<file path="src/rie_consts.vh">
`ifndef RIE_CONSTS_VH
`define RIE_CONSTS_VH

// Instruction word, program counter, literal and interrupt control register widths
`define RIE_INSTR_W 14
`define RIE_PC_W 13
`define RIE_LIT_W 8
`define RIE_ICTL_W 8

// Opcode encodings
`define RIE_OP_NOP 14'h0000
`define RIE_OP_RETURN 14'h0008
`define RIE_OP_RETI 14'h0009
`define RIE_OP_RETK 14'h3400
`define RIE_OP_RETK_MASK 14'h3C00

// Global interrupt enable position in the interrupt control register
`define RIE_IEN_BIT 7

// Instruction cycle timing
`define RIE_CLK_NS 50
`define RIE_INSTR_CYC_NS 200
`define RIE_CYC_CLKS ((`RIE_INSTR_CYC_NS + `RIE_CLK_NS - 1) / `RIE_CLK_NS)

// Instruction lengths in instruction cycles
`define RIE_RET_CYCLES 2
`define RIE_NOP_CYCLES 1

// Decoded operation classes
`define RIE_CLS_OTHER 3'h0
`define RIE_CLS_NOP 3'h1
`define RIE_CLS_RETURN 3'h2
`define RIE_CLS_RETI 3'h3
`define RIE_CLS_RETK 3'h4

`endif

</file>
<file path="src/rie_return_exec.v">
`timescale 1ns/10ps
`include "rie_consts.vh"

module rie_return_exec
#(
  parameter CYC_CLKS = `RIE_CYC_CLKS
)
(
  input wire clk,
  input wire arst_n,
  input wire instrValid,
  input wire [`RIE_INSTR_W-1:0] instrWord,
  input wire [`RIE_PC_W-1:0] pcCur,
  input wire [`RIE_PC_W-1:0] stackTop,
  output reg cycEnOut_r,
  output reg busy_r,
  output reg stackPop_r,
  output reg pcLoad_r,
  output reg [`RIE_PC_W-1:0] pcValue_r,
  output reg wLoad_r,
  output reg [`RIE_LIT_W-1:0] wValue_r,
  output reg ictlSet_r,
  output reg [`RIE_ICTL_W-1:0] ictlSetMask_r,
  output reg foreignOp_r,
  output reg instrDone_r,
  output reg [2:0] doneClass_r
);

  localparam ST_EXEC = 1'b0;
  localparam ST_FLUSH = 1'b1;
  localparam [1:0] RET_LAST = `RIE_RET_CYCLES - 1;

  // Sorts a fetched word into the operations this block owns
  function [2:0] opClass;
    input [`RIE_INSTR_W-1:0] word;
    begin
      if ((word & `RIE_OP_RETK_MASK) == `RIE_OP_RETK)
      begin
        opClass = `RIE_CLS_RETK;
      end
      else if (word == `RIE_OP_RETI)
      begin
        opClass = `RIE_CLS_RETI;
      end
      else if (word == `RIE_OP_RETURN)
      begin
        opClass = `RIE_CLS_RETURN;
      end
      else if (word == `RIE_OP_NOP)
      begin
        opClass = `RIE_CLS_NOP;
      end
      else
      begin
        opClass = `RIE_CLS_OTHER;
      end
    end
  endfunction

  reg [7:0] divCnt_r;
  reg [7:0] divCnt_nxt;
  reg cycEn;
  reg state_r;
  reg state_nxt;
  reg [1:0] cycLeft_r;
  reg [1:0] cycLeft_nxt;
  reg [2:0] curClass_r;
  reg [2:0] curClass_nxt;
  reg [2:0] fetchClass;
  reg [`RIE_ICTL_W-1:0] ienMask;

  // Instruction cycle enable; the whole core steps on this pulse only
  always @*
  begin
    cycEn = (divCnt_r == CYC_CLKS - 1);
    if (cycEn)
    begin
      divCnt_nxt = 8'h00;
    end
    else
    begin
      divCnt_nxt = divCnt_r + 8'h01;
    end
  end

  always @*
  begin
    ienMask = {`RIE_ICTL_W{1'b0}};
    ienMask[`RIE_IEN_BIT] = 1'b1;
    fetchClass = opClass(instrWord);
  end

  always @*
  begin
    state_nxt = state_r;
    cycLeft_nxt = cycLeft_r;
    curClass_nxt = curClass_r;
    if (cycEn)
    begin
      case (state_r)
        ST_EXEC:
        begin
          if (instrValid && (fetchClass == `RIE_CLS_RETURN ||
              fetchClass == `RIE_CLS_RETI ||
              fetchClass == `RIE_CLS_RETK))
          begin
            // Second cycle discards the prefetched word
            state_nxt = ST_FLUSH;
            cycLeft_nxt = RET_LAST;
            curClass_nxt = fetchClass;
          end
        end
        ST_FLUSH:
        begin
          if (cycLeft_r <= 2'h1)
          begin
            state_nxt = ST_EXEC;
            cycLeft_nxt = 2'h0;
          end
          else
          begin
            cycLeft_nxt = cycLeft_r - 2'h1;
          end
        end
        default:
        begin
          state_nxt = ST_EXEC;
          cycLeft_nxt = 2'h0;
        end
      endcase
    end
  end

  always @(posedge clk or negedge arst_n)
  begin
    if (!arst_n)
    begin
      divCnt_r <= 8'h00;
      state_r <= ST_EXEC;
      cycLeft_r <= 2'h0;
      curClass_r <= `RIE_CLS_OTHER;
    end
    else
    begin
      divCnt_r <= divCnt_nxt;
      state_r <= state_nxt;
      cycLeft_r <= cycLeft_nxt;
      curClass_r <= curClass_nxt;
    end
  end

  // Strobe outputs are one-clock pulses aligned with the cycle enable; busy_r stays high through the whole flush cycle
  always @(posedge clk or negedge arst_n)
  begin
    if (!arst_n)
    begin
      cycEnOut_r <= 1'b0;
      busy_r <= 1'b0;
      stackPop_r <= 1'b0;
      pcLoad_r <= 1'b0;
      pcValue_r <= {`RIE_PC_W{1'b0}};
      wLoad_r <= 1'b0;
      wValue_r <= {`RIE_LIT_W{1'b0}};
      ictlSet_r <= 1'b0;
      ictlSetMask_r <= {`RIE_ICTL_W{1'b0}};
      foreignOp_r <= 1'b0;
      instrDone_r <= 1'b0;
      doneClass_r <= `RIE_CLS_OTHER;
    end
    else
    begin
      cycEnOut_r <= cycEn;
      stackPop_r <= 1'b0;
      pcLoad_r <= 1'b0;
      wLoad_r <= 1'b0;
      ictlSet_r <= 1'b0;
      ictlSetMask_r <= {`RIE_ICTL_W{1'b0}};
      foreignOp_r <= 1'b0;
      instrDone_r <= 1'b0;
      busy_r <= (state_nxt == ST_FLUSH);
      // No status flag write exists here at all
      if (cycEn && state_r == ST_EXEC && instrValid)
      begin
        case (fetchClass)
          `RIE_CLS_NOP:
          begin
            pcLoad_r <= 1'b1;
            pcValue_r <= pcCur + {{(`RIE_PC_W-1){1'b0}}, 1'b1};
            instrDone_r <= 1'b1;
            doneClass_r <= `RIE_CLS_NOP;
          end
          `RIE_CLS_RETURN:
          begin
            stackPop_r <= 1'b1;
            pcLoad_r <= 1'b1;
            pcValue_r <= stackTop;
          end
          `RIE_CLS_RETI:
          begin
            stackPop_r <= 1'b1;
            pcLoad_r <= 1'b1;
            pcValue_r <= stackTop;
            ictlSet_r <= 1'b1;
            ictlSetMask_r <= ienMask;
          end
          `RIE_CLS_RETK:
          begin
            stackPop_r <= 1'b1;
            pcLoad_r <= 1'b1;
            pcValue_r <= stackTop;
            wLoad_r <= 1'b1;
            wValue_r <= instrWord[`RIE_LIT_W-1:0];
          end
          default:
          begin
            // Left to the rest of the decoder
            foreignOp_r <= 1'b1;
          end
        endcase
      end
      else if (cycEn && state_r == ST_FLUSH && state_nxt == ST_EXEC)
      begin
        instrDone_r <= 1'b1;
        doneClass_r <= curClass_r;
      end
    end
  end

endmodule

</file>
<file path="config.mk">
export PLATFORM = sky130hd
export DESIGN_NAME = rie_return_exec
export DESIGN_NICKNAME = d
export VERILOG_FILES = /design/src/rie_return_exec.v
export VERILOG_INCLUDE_DIRS = /design/src
export SDC_FILE = /design/constraint.sdc
export NUM_CORES = 1
export LEC_CHECK = 0
export BUFFER_PORTS_ARGS = -buffer_cell sky130_fd_sc_hd__buf_2
export CORE_UTILIZATION = 30
export CTS_CLUSTER_SIZE = 40
export DETAILED_ROUTE_END_ITERATION = 10
export PLACE_DENSITY_LB_ADDON = 0.1
export SYNTH_ARGS = -nofsm -noshare
export SYNTH_HDL_FRONTEND = slang
export SYNTH_SLANG_ARGS = --single-unit
export TNS_END_PERCENT = 1
</file>
<file path="constraint.sdc">
create_clock -name clk -period 5.8 [get_ports clk]
set_clock_uncertainty 0.2 [all_clocks]
set_input_delay 0.87 -clock clk [delete_from_list [all_inputs] [get_ports clk]]
set_output_delay 0.87 -clock clk [all_outputs]
set_load 0.05 [all_outputs]
</file>
==> results.json <==
{
  "power.total_mw": 0.7227,
  "drt_wl_total_um": 4827,
  "place.gp.congestion": 0.7176,
  "htree_levels": 2,
  "vias_per_cell": 4.432,
  "yosys_warnings": 0,
  "die_h_um": 88.24,
  "synth_top_family_by_area": "simple AND/OR/NAND/NOR gates",
  "cp-end-kind": "register",
  "synth_area_leaders": "dfrtp_1, mux2i_1, mux2_2",
  "fin_tns_setup_ns": 0,
  "cts.repair.resized": 0,
  "rsz0062_at_grt": "false",
  "start_util_pct": 30.92,
  "cts-root-buf": "clkbuf_8",
  "vdd_ir_drop_max_uv": 80.00,
  "numCtsBuffers": 5,
  "async_flop_share_pct": 100.0,
  "drive_above_1_share_pct": 35.59,
  "clk_pin_slew_ns": 0.08,
  "syn_inst": 205,
  "slew_headroom_pct": 34.49,
  "crit_fanout": 14,
  "areaGrowthSynthToFinish_pct": 22.83,
  "seq_area_frac_synth_pct": 50.48,
  "drv_slew": 0,
  "yosysTopAreaCell": "dfrtp_1",
  "grt_usage_pct": 12.64,
  "clk_path_buf_depth": 2,
  "grt_pass1_vias": 1565,
  "cellPowerDensity_nw_per_um2": 263.7,
  "final_nets": 325,
  "dieArea_sq_um": 7785,
  "drtPass1Iterations": 4,
  "drc": 0,
  "vias": 1684,
  "finalCriticalPeriod_ns": 2.849,
  "synth-simple-area-share_pct": 15.87,
  "worst_pin_slew_ns": 0.9827,
  "synth_xor_area_share_pct": 6.674,
  "ys_ff_latch": 45,
  "worstHoldPathType": "reg2reg",
  "dr_wl_met2_um": 2218,
  "wl_met1_um": 2234,
  "path_class": "in2reg",
  "drt_iter0_markers": 33,
  "postCtsSetupRepairBufs": 0,
  "grt_max_degree": 46,
  "fin_crit_sh_pct": 49.12,
  "highest_layer": "met4",
  "wl_per_cell_um": 12.70,
  "synth_compound_area_share_pct": 8.357,
  "syn_area_per_cell_sq_um": 10.88,
  "synth_top_flop_cell": "dfrtp_1",
  "cp-start-kind": "primary input",
  "io_buffer_count": 75,
  "dieWidth_um": 88.24,
  "clock-sinks": 45,
  "cts_tree": "done",
  "core_sq_um": 7214,
  "setup_viol": 0,
  "finalNonFillerCells": 380,
  "synth_area_sq_um": 2231,
  "clock_latency_ns": 0.29,
  "drtAntennaViolNets": 0,
  "antenna_found_initial": 0,
  "grt_overflow": 0,
  "whs_ns": 0.2853,
  "dp_hpwl_um": 3688,
  "leakage_nw": 1.451,
  "ys_types": 43,
  "finalHoldViolCount": 0,
  "row_count": 31,
  "arrival_ns": 2.83,
  "max_cap_viol_count": 0,
  "status": "complete, no violations",
  "max_freq_ghz": 0.3510,
  "yosysTopAreaCellShare_pct": 50.48,
  "cp.required_ns": 5.78,
  "dp.cells": 372,
  "n_antenna_cell": 0,
  "grt_pass1_wl_um": 7521,
  "synth_fa_ha_area_share_pct": 1.122,
  "synth_edf_count": 0,
  "synth_mux_area_share_pct": 12.06,
  "ios": 83,
  "met3_length_um": 318,
  "cts_hold_buf": 0
}
## per-layer routing
layer / vias up / GRT usage, %
met3: 4 / 4.384
met2: 52 / 19.37
li1: 851 / -
met1: 777 / 16.80
met5: - / 0
met4: 0 / 3.959
## power breakdown
part           leakage [nW]  internal (mW)  total (mW)  switching [mW]
Combinational         0.810         0.0489       0.188           0.139
Clock                0.0450         0.0836       0.185           0.101
Sequential            0.596          0.337       0.350          0.0126
## per-stage QoR
step / util (%) / worst slack [ns] / area (sq um)
3_5_place_dp: 36.84 / 2.578 / 2658
4_1_cts: 37.98 / 2.905 / 2740
2_1_floorplan: - / 3.326 / 2253
6_report: 37.98 / 2.951 / 2740
3_3_place_gp: 36.84 / 2.666 / 2658
5_1_grt: 37.98 / 2.799 / 2740
## state kept, by name, summed over array words and instances (netlist names)
name / cells
cycLeft_r: 2
divCnt_r: 8
ictlSetMask_r: 1
busy_r: 1
foreignOp_r: 1
wLoad_r: 1
curClass_r: 3
pcValue_r: 13
doneClass_r: 3
instrDone_r: 1
wValue_r: 8
pcLoad_r: 1
stackPop_r: 1
cycEnOut_r: 1
## cell usage in the layout, fill, tap and decap left out, drive strengths merged, types with 7 or more instances in the layout
cell type	count
buf	75
dfrtp	45
o21ai	25
mux2	14
nand2	12
nor2	12
xor2	10
mux2i	10
nand3	10
xnor2	7
conb	7
nor4	7
## critical path: stages
cell and delay [ns]:
buf_2 0.11, nor4_2 0.31, nand4_2 0.21, o21a_1 0.35
or2_0 0.56, mux2_4 0.42
## area by class of cell
| cell class | instances | area, sq um |
|---|---|---|
| Clock buffer | 6 | 72.57 |
| Clock inverter | 2 | 10.01 |
| Inverter | 6 | 22.52 |
| Timing Repair Buffer | 75 | 375.4 |
| Sequential cell | 45 | 1126 |
| Fill cell | 779 | 4474 |
| Tap cell | 99 | 123.9 |
| Multi-Input combinational cell | 147 | 1010 |
## worst paths after layout
path                       slack [ns]                       from                         end  cells after the start
setup reg to reg                 3.05      divCnt_r[0]$_DFF_PN0_    pcValue_r[9]$_DFFE_PN0P_                      5
setup / recovery                 2.95               instrWord[5]    pcValue_r[9]$_DFFE_PN0P_                      6
max in group asynchronous        4.26                     arst_n     wValue_r[0]$_DFFE_PN0P_                      1
hold / removal                   0.29  curClass_r[0]$_DFFE_PN0P_  doneClass_r[0]$_DFFE_PN0P_                      2
hold reg to reg                  0.29  curClass_r[0]$_DFFE_PN0P_  doneClass_r[0]$_DFFE_PN0P_                      2
min in group asynchronous        0.54                     arst_n       divCnt_r[5]$_DFF_PN0_                      1
## Yosys cell counts, types with 4 or more instances
master and instances:
mux2i_1 10, nor2_1 11, nand3_1 9, mux2_2 8, buf_4 8, o21ai_0 13
nand2_1 12, nor4_1 4, inv_1 6, xnor2_1 7, dfrtp_1 45, o21ai_1 12
xor2_1 10, nor3_1 5
## cell families after synthesis
| kind of cell | count (synthesis) |
|---|---|
| AOI/OAI and AO/OA | 34 |
| muxes | 24 |
| DFF | 45 |
| adders and majority gates | 2 |
| xor gates and xnor gates | 17 |
| and+or+nand+nor | 63 |
| other | 1 |
| buffers and inverters | 19 |
Note: power is estimated with default switching activity, not from simulation.
